--- src/pkg/chip_mode_pkg.sv ---
package chip_mode_pkg;

    // widths of the external bus and of the configuration word
    localparam int ADDR_W  = 23;
    localparam int DATA_W  = 32;
    localparam int CS_N    = 4;
    localparam int CFG_W   = 8;

    // mode field codes
    localparam logic [2:0] MODE_MASTER = 3'h7;
    localparam logic [2:0] MODE_SINGLE = 3'h6;
    localparam logic [2:0] MODE_RESET  = 3'h7;

    // fields of the write-once configuration word
    localparam int CFG_SIZE_EN  = 0;
    localparam int CFG_NARROW   = 1;
    localparam int CFG_SHOW_EN  = 2;
    localparam int CFG_CS_LSB   = 4;
    localparam logic [7:0] CFG_RESET = 8'h00;

    // chip select decode position in the address
    localparam int CS_SEL_LSB = 21;

    // emulation chip select meanings
    localparam int EMU_CS_SHOW  = 3;
    localparam int EMU_CS_NOMAP = 2;

    typedef enum logic [1:0] {
        BUS_IDLE = 2'b00,
        BUS_EXT  = 2'b01,
        BUS_SHOW = 2'b10,
        BUS_DONE = 2'b11
    } bus_state_t;

    typedef struct packed {
        logic              valid;
        logic              internal;
        logic              write;
        logic [ADDR_W-1:0] addr;
        logic [DATA_W-1:0] data;
        logic [1:0]        size;
        logic [2:0]        code;
    } cpu_req_t;

    typedef struct packed {
        logic              done;
        logic              error;
        logic [DATA_W-1:0] data;
    } cpu_resp_t;

    typedef struct packed {
        logic [ADDR_W-1:0] addr;
        logic [DATA_W-1:0] dataOut;
        logic [DATA_W-1:0] dataOe;
        logic              readNotWrite;
        logic [2:0]        transferCode;
        logic [1:0]        transferSize;
        logic              outputEnable_n;
        logic [3:0]        byteEnables_n;
        logic [CS_N-1:0]   chipSelect_n;
        logic              showCycleStrobe;
    } ext_out_t;

    function automatic logic isEmulation(input logic [2:0] m);
        return !m[2];
    endfunction : isEmulation

    function automatic logic hasBus(input logic [2:0] m);
        return (m == MODE_MASTER) || !m[2];
    endfunction : hasBus

endpackage : chip_mode_pkg

--- src/design/write_once_bits.sv ---
`timescale 1ns/1ps
module write_once_bits #(
    parameter int                 WIDTH = 8,
    parameter logic [WIDTH-1:0]   RESET = '0
) (
    // clock and reset
    input  wire logic             clk,
    input  wire logic             reset,
    input  wire logic             clkEn,
    // write port
    input  wire logic             wrStrobe,
    input  wire logic [WIDTH-1:0] wrData,
    input  wire logic             debugActive,
    input  wire logic             testActive,
    // stored value
    output logic      [WIDTH-1:0] value
);

    typedef struct packed {
        logic [WIDTH-1:0] bits;
        logic             locked;
    } wo_state_t;

    wo_state_t state_reg;
    wo_state_t state_next;
    logic      freeWrite;

    always_comb begin
        state_next = state_reg;
        freeWrite  = debugActive || testActive;
        // writes in debug or test change the bits but do not set the lock
        if (wrStrobe && (freeWrite || !state_reg.locked)) begin
            state_next.bits = wrData;
            if (!freeWrite) begin
                state_next.locked = 1'b1;
            end
        end
    end

    always_ff @(posedge clk or posedge reset) begin
        if (reset) begin
            state_reg <= '{bits: RESET, locked: 1'b0};
        end else if (clkEn) begin
            state_reg <= state_next;
        end
    end

    assign value = state_reg.bits;

endmodule : write_once_bits

--- src/design/chip_mode_config.sv ---
`timescale 1ns/1ps
module chip_mode_config #(
    parameter logic [chip_mode_pkg::CS_N-1:0] CS_AUTO_ACK = 4'h0
) (
    // clock and reset
    input  wire logic                              clk,
    input  wire logic                              reset,
    input  wire logic                              clkEn,
    // mode strap and debug state
    input  wire logic [2:0]                        modeStrap,
    input  wire logic                              debugActive,
    input  wire logic                              testActive,
    // write-once configuration
    input  wire logic                              cfgWrite,
    input  wire logic [chip_mode_pkg::CFG_W-1:0]   cfgData,
    // processor side
    input  wire chip_mode_pkg::cpu_req_t           cpuReq,
    output chip_mode_pkg::cpu_resp_t               cpuResp,
    output logic                                   cpuReady,
    // general purpose I/O on bus pins
    input  wire logic [chip_mode_pkg::DATA_W-1:0]  gpioOut,
    input  wire logic [chip_mode_pkg::DATA_W-1:0]  gpioOe,
    input  wire logic [1:0]                        gpioByteEnOut,
    output logic      [chip_mode_pkg::DATA_W-1:0]  gpioIn,
    // external pins
    input  wire logic [chip_mode_pkg::DATA_W-1:0]  extDataIn,
    input  wire logic                              transferAck,
    input  wire logic                              transferErrorAck,
    output chip_mode_pkg::ext_out_t                extOut,
    // status
    output logic      [2:0]                        modeField,
    output logic      [chip_mode_pkg::CFG_W-1:0]   cfgValue
);

    typedef struct packed {
        chip_mode_pkg::bus_state_t         fsm;
        logic                              modeValid;
        logic [2:0]                        mode;
        logic                              autoAck;
        chip_mode_pkg::ext_out_t           pins;
        chip_mode_pkg::cpu_resp_t          resp;
        logic                              ready;
        logic [chip_mode_pkg::DATA_W-1:0]  gpioIn;
        logic [chip_mode_pkg::CFG_W-1:0]   cfg;
    } top_state_t;

    top_state_t                       state_reg;
    top_state_t                       state_next;
    logic [chip_mode_pkg::CFG_W-1:0]  cfgBits;

    write_once_bits #(
        .WIDTH (chip_mode_pkg::CFG_W),
        .RESET (chip_mode_pkg::CFG_RESET)
    ) cfgStore (
        .clk         (clk),
        .reset       (reset),
        .clkEn       (clkEn),
        .wrStrobe    (cfgWrite),
        .wrData      (cfgData),
        .debugActive (debugActive),
        .testActive  (testActive),
        .value       (cfgBits)
    );

    function automatic chip_mode_pkg::ext_out_t idlePins();
        chip_mode_pkg::ext_out_t p;
        p                 = '0;
        p.readNotWrite    = 1'b1;
        p.outputEnable_n  = 1'b1;
        p.byteEnables_n   = 4'hf;
        p.chipSelect_n    = {chip_mode_pkg::CS_N{1'b1}};
        return p;
    endfunction : idlePins

    logic                            emul;
    logic                            busOn;
    logic                            narrow;
    logic [1:0]                      csIdx;
    logic                            csHit;
    logic [chip_mode_pkg::CS_N-1:0]  csEnable;
    logic [3:0]                      laneEn;
    logic                            ackSeen;

    always_comb begin
        state_next = state_reg;
        emul       = chip_mode_pkg::isEmulation(state_reg.mode);
        busOn      = chip_mode_pkg::hasBus(state_reg.mode);
        narrow     = state_reg.cfg[chip_mode_pkg::CFG_NARROW];
        csEnable   = state_reg.cfg[chip_mode_pkg::CFG_CS_LSB +: chip_mode_pkg::CS_N];
        csIdx      = cpuReq.addr[chip_mode_pkg::CS_SEL_LSB +: 2];
        csHit      = csEnable[csIdx];
        ackSeen    = transferAck || transferErrorAck || state_reg.autoAck;
        state_next.cfg = cfgBits;

        // strap taken once after release, never again
        if (!state_reg.modeValid) begin
            state_next.mode      = modeStrap;
            state_next.modeValid = 1'b1;
        end

        state_next.resp.done  = 1'b0;
        state_next.resp.error = 1'b0;
        state_next.pins.showCycleStrobe = 1'b0;

        // byte lanes for size: 32-bit uses all, narrow bus the upper two only
        unique case (cpuReq.size)
            2'b01:   laneEn = 4'h8 >> cpuReq.addr[1:0];
            2'b10:   laneEn = cpuReq.addr[1] ? 4'h3 : 4'hc;
            default: laneEn = 4'hf;
        endcase
        if (narrow) begin
            laneEn = {laneEn[3:2] | laneEn[1:0], 2'b00};
        end

        unique case (state_reg.fsm)
            chip_mode_pkg::BUS_IDLE: begin
                state_next.ready = state_reg.modeValid;
                if (cpuReq.valid && state_reg.ready) begin
                    state_next.ready = 1'b0;
                    if (cpuReq.internal) begin
                        // internal transfer is only shown on the bus in emulation
                        if (emul && state_reg.cfg[chip_mode_pkg::CFG_SHOW_EN]) begin
                            state_next.pins.addr  = cpuReq.addr;
                            state_next.pins.dataOut = cpuReq.data;
                            state_next.pins.dataOe  = {chip_mode_pkg::DATA_W{1'b1}};
                            state_next.pins.readNotWrite = !cpuReq.write;
                            state_next.pins.transferCode = cpuReq.code;
                            state_next.pins.showCycleStrobe = 1'b1;
                            state_next.pins.chipSelect_n[chip_mode_pkg::EMU_CS_SHOW] =
                                1'b0;
                            state_next.fsm = chip_mode_pkg::BUS_SHOW;
                        end else begin
                            state_next.fsm = chip_mode_pkg::BUS_DONE;
                        end
                    end else if (!busOn) begin
                        // no external memory exists in single-chip mode
                        state_next.resp.done  = 1'b1;
                        state_next.resp.error = 1'b1;
                        state_next.fsm        = chip_mode_pkg::BUS_DONE;
                    end else begin
                        state_next.pins.addr         = cpuReq.addr;
                        state_next.pins.readNotWrite = !cpuReq.write;
                        state_next.pins.transferCode = cpuReq.code;
                        state_next.pins.transferSize =
                            state_reg.cfg[chip_mode_pkg::CFG_SIZE_EN] ? cpuReq.size : 2'b00;
                        state_next.pins.outputEnable_n = cpuReq.write;
                        state_next.pins.byteEnables_n  = ~laneEn;
                        state_next.pins.dataOut = cpuReq.data;
                        state_next.pins.dataOe  = cpuReq.write ?
                            (narrow ? 32'hffff_0000 : 32'hffff_ffff) : '0;
                        if (csHit) begin
                            state_next.pins.chipSelect_n[csIdx] = 1'b0;
                            state_next.autoAck = CS_AUTO_ACK[csIdx];
                        end else if (emul) begin
                            state_next.pins.chipSelect_n[chip_mode_pkg::EMU_CS_NOMAP] =
                                1'b0;
                        end
                        state_next.fsm = chip_mode_pkg::BUS_EXT;
                    end
                end
            end
            chip_mode_pkg::BUS_EXT: begin
                // cycle ends on either acknowledge or a self-terminating select
                if (ackSeen) begin
                    state_next.resp.done  = 1'b1;
                    state_next.resp.error = transferErrorAck;
                    state_next.resp.data  = extDataIn;
                    state_next.autoAck    = 1'b0;
                    state_next.pins       = idlePins();
                    state_next.fsm        = chip_mode_pkg::BUS_DONE;
                end
            end
            chip_mode_pkg::BUS_SHOW: begin
                state_next.pins = idlePins();
                state_next.fsm  = chip_mode_pkg::BUS_DONE;
            end
            chip_mode_pkg::BUS_DONE: begin
                state_next.ready = 1'b1;
                state_next.fsm   = chip_mode_pkg::BUS_IDLE;
            end
        endcase

        // pins left to general purpose I/O when the bus does not own them
        if (!busOn) begin
            state_next.pins.dataOut = gpioOut;
            state_next.pins.dataOe  = gpioOe;
            state_next.pins.byteEnables_n = {gpioByteEnOut, 2'b11};
        end else if (narrow && state_reg.fsm == chip_mode_pkg::BUS_IDLE) begin
            state_next.pins.dataOut[15:0] = gpioOut[15:0];
            state_next.pins.dataOe[15:0]  = gpioOe[15:0];
        end
        state_next.gpioIn = extDataIn;
    end

    always_ff @(posedge clk or posedge reset) begin
        if (reset) begin
            state_reg           <= '0;
            state_reg.fsm       <= chip_mode_pkg::BUS_IDLE;
            state_reg.mode      <= chip_mode_pkg::MODE_RESET;
            state_reg.pins      <= idlePins();
            state_reg.cfg       <= chip_mode_pkg::CFG_RESET;
        end else if (clkEn) begin
            state_reg <= state_next;
        end
    end

    assign extOut    = state_reg.pins;
    assign cpuResp   = state_reg.resp;
    assign cpuReady  = state_reg.ready;
    assign gpioIn    = state_reg.gpioIn;
    assign modeField = state_reg.mode;
    assign cfgValue  = state_reg.cfg;

endmodule : chip_mode_config

--- config.mk ---
export PLATFORM = sky130hd
export DESIGN_NAME = chip_mode_config
export DESIGN_NICKNAME = d
export VERILOG_FILES = /design/src/pkg/chip_mode_pkg.sv /design/src/design/write_once_bits.sv /design/src/design/chip_mode_config.sv
export SDC_FILE = /design/constraint.sdc
export NUM_CORES = 1
export LEC_CHECK = 0
export ABC_AREA = 1
export CORE_ASPECT_RATIO = 0.5
export CORE_MARGIN = 10
export CORE_UTILIZATION = 35
export CTS_CLUSTER_DIAMETER = 80
export DETAILED_ROUTE_END_ITERATION = 7
export DONT_BUFFER_PORTS = 1
export PLACE_DENSITY = 0.54
export SYNTH_ARGS = -nofsm -noshare
export SYNTH_HDL_FRONTEND = slang
export SYNTH_SLANG_ARGS = --single-unit
--- constraint.sdc ---
create_clock -name clk -period 13.7 [get_ports clk]
set_clock_uncertainty 0.05 [all_clocks]
set_input_delay 0.685 -clock clk [delete_from_list [all_inputs] [get_ports clk]]
set_output_delay 0.685 -clock clk [all_outputs]
set_load 0.01 [all_outputs]
==> impl_metrics.py, run 1 <==
metrics = {
    "status": {
        "status": "complete, no violations",
    },
    "critical_path": {
        "path_class": "reg2reg",
        "crit_path_end_kind": "register",
        "rrSetupSlack_ns": 10.46,
        "crit_arrival_ns": 3.57,
        "crit_required_ns": 14.02,
        "critPathMaxFanout": 48,
        "worstSetupStartpointType": "register",
    },
    "route": {
        "vias_per_cell": 4.82,
        "drt.antenna.violating_nets": 0,
        "dr.first_iter.drc_count": 495,
        "vias": 6990,
        "drc": 0,
        "wl_per_cell_um": 19.6,
        "wl_mm": 28.4,
        "dr.pass1.iters": 5,
    },
    "final_layout": {
        "largest_reg_flops": 103,
        "layout-drive-gt1-share_pct": 9.17,
        "stdcell_area_sq_um": 9750,
        "antenna_cells": 0,
        "nNetsFinal": 1232,
        "nFillCells": 3057,
        "fin_cells": 1449,
        "areaGrowthSynthToFinish_pct": -4.80,
    },
    "timing": {
        "finalHoldViolCount": 0,
        "relSlewSlack_pct": 25.4,
        "setup_viol": 0,
        "fmax_ghz": 0.308,
        "final_max_slew_viol_count": 0,
        "tightest_slew_ns": 1.12,
        "layout_min_cycle_time_ns": 3.24,
        "rsz0062_at_grt": "false",
        "fin_crit_sh_pct": 23.7,
        "fin_setup_tns_ns": 0,
    },
    "clock_tree": {
        "htree_levels": 4,
        "cts_made_buffers": 17,
        "clock_latency_ns": 0.45,
        "clock_sinks": 193,
        "cts_setup_buffers": 0,
        "cts_resized": 0,
        "ctsHoldBuffers": 0,
        "cts_tree": "done",
        "clkSlewWorstSetupHoldPaths_ns": 0.08,
        "clockBufferDepth": 2,
        "root_buffer": "clkbuf_16",
    },
    "yosys": {
        "yosys-top-cells-area": "dfrtp_1 44%, nand2_1 16%, buf_4 13%, o21ai_0 5.9%, dfstp_2 3.3%",
        "async_flop_share_pct": 100,
        "synth_edf_count": 0,
        "synthesis.area_sq_um": 10200,
        "ys_warn_count": 0,
        "synth_cell_type_count": 33,
        "syn_nets": 1437,
        "synth.avg_cell_area_sq_um": 8.20,
        "seq_area_frac_synth_pct": 47.3,
        "synth_common_cells": "446 x nand2_1, 184 x buf_4, 180 x dfrtp_1",
        "syn_inst": 1250,
        "synth_area_leader_cell": "dfrtp_1",
        "synth.top_cell.area_share_pct": 44.0,
        "synth_ff_type": "dfrtp_1",
        "synth_seq_cells": 193,
        "yosysMostFrequentCell": "nand2_1",
    },
    "floorplan": {
        "boundaryPins": 361,
        "coreArea_sq_um": 28900,
        "row_count": 44,
        "dieArea_sq_um": 36900,
        "fp.dieH_um": 141,
        "die_x_um": 262,
        "start_util_pct": 35.5,
    },
    "global_route": {
        "grt_pass1_vias": 6904,
        "grt_pass1_wl_mm": 42.6,
        "grt-ovfl-total": 0,
        "grt_util_all_layers_pct": 15.0,
        "grt_max_degree": 145,
        "antenna_found_initial": 0,
    },
    "worst_hold_path": {
        "hold_path.class": "in2async",
    },
    "placement": {
        "place_congestion": 0.856,
        "hpwl_mm": 21.2,
        "port_buffers": 0,
        "dpl_cell_area_sq_um": 9140,
        "dp_cells": 1417,
    },
    "pwr": {
        "totalPowerFinal_mw": 1.63,
        "powerDensity_nw_per_um2": 168,
        "max-vdd-ir-drop_v": 0.0000913,
        "leakage_nw": 5.01,
    },
    "flow_run": {
        "maxCapViolCount": 0,
    },
}
## cell families after synthesis
family	count (synthesis)	synth area share, %
compound gates	180	9.89
fa+ha+maj	7	0.855
buf+inv	307	18.9
flops	193	47.3
mux	2	0.220
simple gates	561	22.9
## through the flow
step	util, %	setup WS [ns]	hold WS [ns]
after global routing	33.7	10.06	0.261
final	33.7	10.46	0.266
after detailed placement	31.6	10.35	0.412
after CTS	33.7	10.32	0.264
after floorplan	-	7.73	0.377
after global placement	31.6	10.49	0.393
## layout by cell type (no fill, tap or decap), types with 2 or more instances in the layout
cell type / n
buf_4: 4
a21oi_2: 10
nand3_2: 3
inv_1: 72
mux2_2: 2
inv_2: 6
a21oi_1: 19
o21ai_0: 120
nand2_1: 446
a21boi_0: 18
inv_6: 2
clkbuf_16: 17
o21ai_2: 2
ha_1: 7
dfrtp_1: 180
nand2_2: 9
o21ai_1: 5
nor2_4: 7
a22oi_1: 2
dfstp_2: 13
inv_8: 6
clkinv_8: 4
nand3_1: 45
nor2_1: 39
nand2_4: 3
clkinvlp_4: 2
nand4_1: 4
nand3_4: 3
## final timing paths
| kind | cells after the start | from | endpoint |
|---|---|---|---|
| max in group asynchronous | 2 | reset | cfgStore.state_reg[0] |
| worst max-delay path | 6 | modeField[2] | extOut[70] |
| worst min-delay path | 1 | reset | gpioIn[11] |
| worst max register to register | 6 | modeField[2] | extOut[70] |
| min in group clk | 2 | clkEn | cfgValue[6] |
| worst min register to register | 2 | cfgStore.value[6] | cfgValue[6] |
## power by group
group / leakage, nW / internal, mW / switching, mW
Clock: 0.295 / 0.264 / 0.256
Combinational: 2.34 / 0.0914 / 0.205
Sequential: 2.37 / 0.677 / 0.142
Total: 5.01 / 1.03 / 0.602
## cell type report
| type | instances | area (sq um) | share of cell area (%) |
|---|---|---|---|
| Multi-Input combinational cell | 750 | 3470 | 35.6 |
| Timing Repair Buffer | 4 | 30.0 | 0.308 |
| Inverter | 79 | 304 | 3.12 |
| Sequential cell | 193 | 4850 | 49.7 |
| Tap cell | 391 | 489 | 5.02 |
| Clock inverter | 15 | 189 | 1.94 |
| Clock buffer | 17 | 425 | 4.36 |
## critical path, cell delays in order (launching register included)
cell and delay, ns:
dfstp_2 0.64, nand2_2 0.26, inv_1 0.82, a21oi_4 0.21, nor2_4 0.91, nor2_1 0.12
a21oi_2 0.14
## metal layers
layer / share of wire (%) / GRT usage [%] / wire, um
met1: 37 / 16.1 / 10500
met2: 54 / 27.7 / 15500
met3: 6.0 / 4.35 / 1710
met4: 2.8 / 5.45 / 791
met5: 0 / 0 / 0
Note: power is estimated with default switching activity, not from simulation.
==> run 2: changes to the inputs <==
--- a/config.mk
+++ b/config.mk
@@ -5,7 +5,7 @@
 export SDC_FILE = /design/constraint.sdc
 export NUM_CORES = 1
 export LEC_CHECK = 0
-export ABC_AREA = 1
+export ABC_AREA = 0
 export CORE_ASPECT_RATIO = 0.5
 export CORE_MARGIN = 10
 export CORE_UTILIZATION = 35
==> constraint.sdc (replaced) <==
create_clock -name clk -period 3.25 [get_ports clk]
set_clock_uncertainty 0.05 [all_clocks]
set_input_delay 0.1625 -clock clk [delete_from_list [all_inputs] [get_ports clk]]
set_output_delay 0.1625 -clock clk [all_outputs]
set_load 0.01 [all_outputs]
==> run 2 against run 1 <==
  * Fmax is 8.8% higher
  * Cell count down 7.9%
  * Die area fell by 4.1%
  * Wire length rose by 1.2%
  * First-iteration DRC count is 1.0% higher
  * Synthesized cell count down 23%
  * Via count shrank 6.0%
  * Clock power rose to 3.9 times the previous value
  * Global-route usage grew 0.81 points
  * Final area increased by 13%
  * Sequential cell count unchanged
  * Critical path type unchanged
  * Largest cell class unchanged
  * Highest routed layer unchanged
==> impl_metrics.py, run 2 <==
metrics = {
    "route": {
        "drt.antenna.violating_nets": 0,
        "dr.pass1.iters": 4,
        "vias": 6569,
        "vias_per_cell": 4.92,
        "wl_per_cell_um": 21.5,
        "dr.first_iter.drc_count": 500,
        "drc": 0,
        "wl_mm": 28.7,
    },
    "timing": {
        "setup_viol": 0,
        "fmax_ghz": 0.335,
        "final_max_slew_viol_count": 0,
        "whs_ns": 0.0339,
        "tightest_slew_ns": 0.859,
        "layout_min_cycle_time_ns": 2.98,
        "fin_crit_sh_pct": 91.7,
        "relSlewSlack_pct": 42.6,
        "rsz0062_at_grt": "false",
        "fin_setup_tns_ns": 0,
        "finalHoldViolCount": 0,
    },
    "status": {
        "status": "complete, no violations",
    },
    "placement": {
        "dp_cells": 1127,
        "port_buffers": 0,
        "dpl_cell_area_sq_um": 8750,
        "hpwl_mm": 20.6,
        "place_congestion": 0.796,
    },
    "global_route": {
        "antenna_found_initial": 4,
        "grt_pass1_vias": 6819,
        "grt_max_degree": 80,
        "grt_util_all_layers_pct": 15.8,
        "grt_pass1_wl_mm": 43.9,
        "grt-ovfl-total": 0,
    },
    "yosys": {
        "synth.avg_cell_area_sq_um": 10.2,
        "ys_warn_count": 0,
        "synth_seq_cells": 193,
        "synth_area_leader_cell": "dfrtp_1",
        "synth.top_cell.area_share_pct": 46.1,
        "synth_edf_count": 0,
        "syn_nets": 1148,
        "yosys-top-cells-area": "dfrtp_1 46%, buf_4 14%, mux2_2 9.9%, nand2_1 5.8%, a21oi_1 4.1%",
        "async_flop_share_pct": 100,
        "syn_inst": 961,
        "synth_cell_type_count": 51,
        "synth_ff_type": "dfrtp_1",
        "seq_area_frac_synth_pct": 49.5,
        "synthesis.area_sq_um": 9780,
        "yosysMostFrequentCell": "buf_4",
        "synth_common_cells": "185 x buf_4, 180 x dfrtp_1, 152 x nand2_1",
    },
    "floorplan": {
        "start_util_pct": 35.4,
        "fp.dieH_um": 138,
        "coreArea_sq_um": 27600,
        "die_x_um": 256,
        "row_count": 43,
        "boundaryPins": 361,
        "dieArea_sq_um": 35400,
    },
    "critical_path": {
        "crit_arrival_ns": 3.31,
        "rrSetupSlack_ns": 0.27,
        "worstSetupStartpointType": "register",
        "crit_required_ns": 3.58,
        "crit_path_end_kind": "register",
        "cpPeakStageDelay_ns": 0.57,
        "crit_chain": "inv_1, ha_2, and3_1, o221ai_1, a21boi_4, clkbuf_8, a21oi_1, a31oi_1, dlygate4sd3_1",
        "crit_slowest_cell": "dlygate4sd3_1",
        "critPathMaxFanout": 64,
        "path_class": "reg2reg",
    },
    "clock_tree": {
        "clock_latency_ns": 0.44,
        "htree_levels": 4,
        "cts_tree": "done",
        "root_buffer": "clkbuf_16",
        "cts_setup_buffers": 0,
        "cts_made_buffers": 17,
        "clock_sinks": 193,
        "clkSlewWorstSetupHoldPaths_ns": 0.07,
        "clockBufferDepth": 2,
    },
    "final_layout": {
        "largest_reg_flops": 103,
        "final_cell_mix": "180 x dfrtp_1, 171 x dlygate4sd3_1, 151 x nand2_1",
        "areaGrowthSynthToFinish_pct": 13.1,
        "multiInputGateArea_sq_um": 3270,
        "nFillCells": 2640,
        "stdcell_area_sq_um": 11100,
        "fin_cells": 1335,
        "layout-drive-gt1-share_pct": 16.6,
        "regArea_sq_um": 4850,
        "nNetsFinal": 1123,
        "layout_commonest_cell": "dfrtp_1",
    },
    "flow_run": {
        "maxCapViolCount": 0,
    },
    "pwr": {
        "powerDensity_nw_per_um2": 815,
        "leakage_nw": 4.52,
        "totalPowerFinal_mw": 9.01,
        "max-vdd-ir-drop_v": 0.000443,
    },
    "worst_hold_path": {
        "hold_path.class": "in2reg",
    },
}
-- run 2: changes by cell type in the layout (fill, tap and decap cells not counted), moves of 7 or more --
cell	previous run	this run
nand3_1	45	4
mux2_2	2	86
a21oi_1	19	81
dlygate4sd3_1	0	171
nor2_4	7	0
nand2_1	446	151
a22oi_1	2	13
inv_1	72	11
o21ai_0	120	61
a21boi_0	18	2
buf_4	4	11
a31oi_1	1	17
nand2_2	9	1
a21oi_2	10	2
-- run 2: per-layer routing --
layer / track usage [%] / routed length, um / up-vias
met1: 16.5 / 10300 / 3273
met3: 3.98 / 1500 / 47
met4: 5.82 / 760 / 0
met5: 0 / 0 / -
li1: - / - / 3032
met2: 30.2 / 16200 / 217
-- run 2: power breakdown --
part	total (mW)	switching, mW	internal, mW	leakage [nW]
Sequential	4.45	1.17	3.29	2.36
Combinational	2.53	1.33	1.20	1.89
Clock	2.02	0.959	1.07	0.264
-- run 2: worst max-delay path: cells and delay by family (launching register included) --
family                     cells  cell delay, ns
adders and majority gates      1            0.30
and+or+nand+nor                1            0.33
buffers and inverters          3            1.05
AOI/OAI and AO/OA              4            0.75
DFF                            1            0.43
-- run 2: final cells by class --
cell class,count,share of cell area [%]
flip-flops and latches,193,43.8
multi-input cells,527,29.6
repair buffers,185,16.8
well taps,382,4.32
clock buffers,21,3.98
clock inverters,11,0.962
inverters,12,0.441
diodes,4,0.0905
-- run 2: stage by stage --
stage	utilization, %	setup slack (ns)
2_1_floorplan	-	0.558
3_3_place_gp	31.7	0.711
3_5_place_dp	31.7	0.606
4_1_cts	40.0	0.0821
5_1_grt	40.1	0.0605
6_report	40.1	0.268
-- run 2: logic make-up (layout without fill, tap and decap cells) --
kind of cell,after synthesis,in the layout,share of synthesized area (%)
mux,87,87,10.0
simple gates,220,220,9.57
flops,193,193,49.5
buf+inv,241,229,17.3
fa+ha+maj,7,7,0.895
compound gates,213,213,12.7
other cells,0,4,0
-- run 2: path summary, 6_finish.rpt --
kind,start,to,cells after the start
worst max register to register,state_reg[184],extOut[66],9
worst min-delay path,cpuReq[14],extOut[57],3
worst min register to register,cfgStore.value[6],cfgStore.value[6],1
max in group asynchronous,reset,extOut[56],3
min in group asynchronous,reset,cpuResp[24],2
worst max-delay path,state_reg[184],extOut[66],9
-- run 2: repair_timing --
action	in CTS	in global routing
setup endpoints to repair	0	17
hold buffers	172	0
resized for setup	0	3
endpoints found under the hold margin	216	0
==> run 3: changes to the inputs <==
--- a/config.mk
+++ b/config.mk
@@ -12,7 +12,8 @@
 export CTS_CLUSTER_DIAMETER = 80
 export DETAILED_ROUTE_END_ITERATION = 7
 export DONT_BUFFER_PORTS = 1
-export PLACE_DENSITY = 0.54
+export PLACE_DENSITY_LB_ADDON = 0.08
+export SETUP_SLACK_MARGIN = 0.2
 export SYNTH_ARGS = -nofsm -noshare
 export SYNTH_HDL_FRONTEND = slang
 export SYNTH_SLANG_ARGS = --single-unit
==> constraint.sdc (replaced) <==
create_clock -name clk -period 3.23 [get_ports clk]
set_clock_uncertainty 0.05 [all_clocks]
set_input_delay 0.1615 -clock clk [delete_from_list [all_inputs] [get_ports clk]]
set_output_delay 0.1615 -clock clk [all_outputs]
set_load 0.01 [all_outputs]
==> run 3 against run 2 <==
  * Clock power rose by 12%
  * Die area did not move
  * Fmax rose by 8.0%
  * Critical path depth rose by 1
  * Final area rose by 1.4%
  * Count of clock-buffer cells in the layout fell by 2
  * Via count fell by 2.3%
  * Register-to-register slack improved by 0.20 ns
  * Wire length rose by 0.70%
  * First-iteration DRC count fell by 9.8%
  * Sequential power barely moved
  * Combinational power fell by 5%
  * Largest cell class unchanged
==> impl_metrics.py, run 3 (synthesis results as in run 2) <==
metrics = {
    "timing": {
        "fin_setup_tns_ns": 0,
        "fmax_ghz": 0.362,
        "whs_ns": 0.0377,
        "tightest_slew_ns": 0.787,
        "relSlewSlack_pct": 47.5,
        "finalHoldViolCount": 0,
        "rsz0062_at_grt": "false",
        "layout_min_cycle_time_ns": 2.76,
        "fin_crit_sh_pct": 85.5,
        "setup_viol": 0,
        "final_max_slew_viol_count": 0,
    },
    "status": {
        "status": "complete, no violations",
    },
    "final_layout": {
        "nNetsFinal": 1128,
        "final_util_pct": 40.6,
        "layout-drive-gt1-share_pct": 16.9,
        "fin_cells": 1343,
        "layout_commonest_cell": "dfrtp_1",
        "largest_reg_flops": 103,
        "final_cell_mix": "180 x dfrtp_1, 174 x dlygate4sd3_1, 152 x nand2_1",
        "areaGrowthSynthToFinish_pct": 14.6,
    },
    "clock_tree": {
        "root_buffer": "clkbuf_16",
        "clockBufferDepth": 2,
        "cts_tree": "done",
        "cts_made_buffers": 17,
        "clkSlewWorstSetupHoldPaths_ns": 0.07,
        "htree_levels": 4,
        "clock_sinks": 193,
        "clock_latency_ns": 0.44,
    },
    "critical_path": {
        "r2r-end": "extOut[49]",
        "crit_path_end_kind": "register",
        "rrSetupSlack_ns": 0.47,
        "r2r_start": "state_reg[183]",
        "path_class": "reg2reg",
        "crit_required_ns": 3.53,
        "worstSetupStartpointType": "register",
        "ff2ff_path_depth": 10,
        "critPathMaxFanout": 11,
        "crit_arrival_ns": 3.06,
    },
    "pwr": {
        "totalPowerFinal_mw": 9.14,
        "max-vdd-ir-drop_v": 0.000426,
        "leakage_nw": 4.57,
        "powerDensity_nw_per_um2": 815,
    },
    "placement": {
        "place_congestion": 0.800,
        "port_buffers": 0,
        "hpwl_mm": 20.6,
        "dp_cells": 1128,
    },
    "route": {
        "vias": 6420,
        "dr.first_iter.drc_count": 451,
        "vias_per_cell": 4.78,
        "dr.pass1.iters": 5,
        "drc": 0,
        "wl_per_cell_um": 21.6,
        "drt.antenna.violating_nets": 0,
        "wl_mm": 28.9,
    },
    "global_route": {
        "grt_util_all_layers_pct": 15.8,
        "grt-ovfl-total": 0,
        "grt_pass1_vias": 6520,
        "grt_pass1_wl_mm": 43.1,
        "antenna_found_initial": 7,
        "grt_max_degree": 123,
    },
    "floorplan": {
        "boundaryPins": 361,
        "coreArea_sq_um": 27600,
        "start_util_pct": 35.4,
        "row_count": 43,
        "die_x_um": 256,
        "fp.dieH_um": 138,
        "dieArea_sq_um": 35400,
    },
    "worst_hold_path": {
        "hold_path.class": "in2async",
    },
    "flow_run": {
        "maxCapViolCount": 0,
    },
}
run 3: cell count changes in the layout (fill, tap and decap cells not counted), moves of 2 or more:
cell	delta
clkbuf_1	-3
clkinv_2	-2
diode_2	+3
dlygate4sd3_1	+3
buf_12	+3
bufinv_16	+2
run 3: worst max path at each step:
| stage | start | end |
|---|---|---|
| floorplan | reset | cfgStore.state_reg[0] |
| global placement | state_reg[183] | extOut[6] |
| detailed placement | state_reg[183] | extOut[66] |
| CTS | state_reg[183] | extOut[49] |
| global route | state_reg[183] | extOut[49] |
| finish | state_reg[183] | extOut[49] |
run 3: timing repair:
item | 4_1_cts | 5_1_grt
endpoints found under the hold margin | 371 | 0
setup buffers | 0 | 1
endpoints found under the setup margin | 0 | 10
gates resized for setup | 0 | 1
hold buffers | 175 | 0
run 3: layer usage:
metal  wire length [um]  GRT usage, %
met5                  0             0
met1              10800          16.6
met3               1480          4.69
met2              16100          29.0
met4                567          6.53
run 3: power by group:
group / internal, mW / total [mW] / switching [mW]
clock network: 1.26 / 2.27 / 1.01
logic: 1.09 / 2.40 / 1.31
registers: 3.31 / 4.47 / 1.16
total: 5.66 / 9.14 / 3.48
run 3: final cells by class:
type / instances / area, sq um
diodes: 7 / 17.5
flip-flops and latches: 193 / 4850
clock buffers: 19 / 443
fillers: 2731 / 16400
clock inverters: 13 / 175
repair buffers: 190 / 1930
well taps: 382 / 478
inverters: 12 / 48.8
multi-input cells: 527 / 3270
run 3: stage by stage:
stage               instance area [sq um]  setup slack (ns)
finish                              11200             0.470
global route                        11200             0.274
CTS                                 11200             0.290
detailed placement                   8780             0.700
global placement                     8780             0.718
floorplan                            9780             0.539
run 3: critical path, cell delays in order (launching register included):
cell and delay (ns):
dfrtp_1 0.42, inv_1 0.10, ha_1 0.37, and4b_1 0.24
buf_4 0.15, nand2_1 0.17, a21oi_4 0.19, buf_12 0.15
a22oi_1 0.07, dlygate4sd3_1 0.58, o21ai_0 0.17
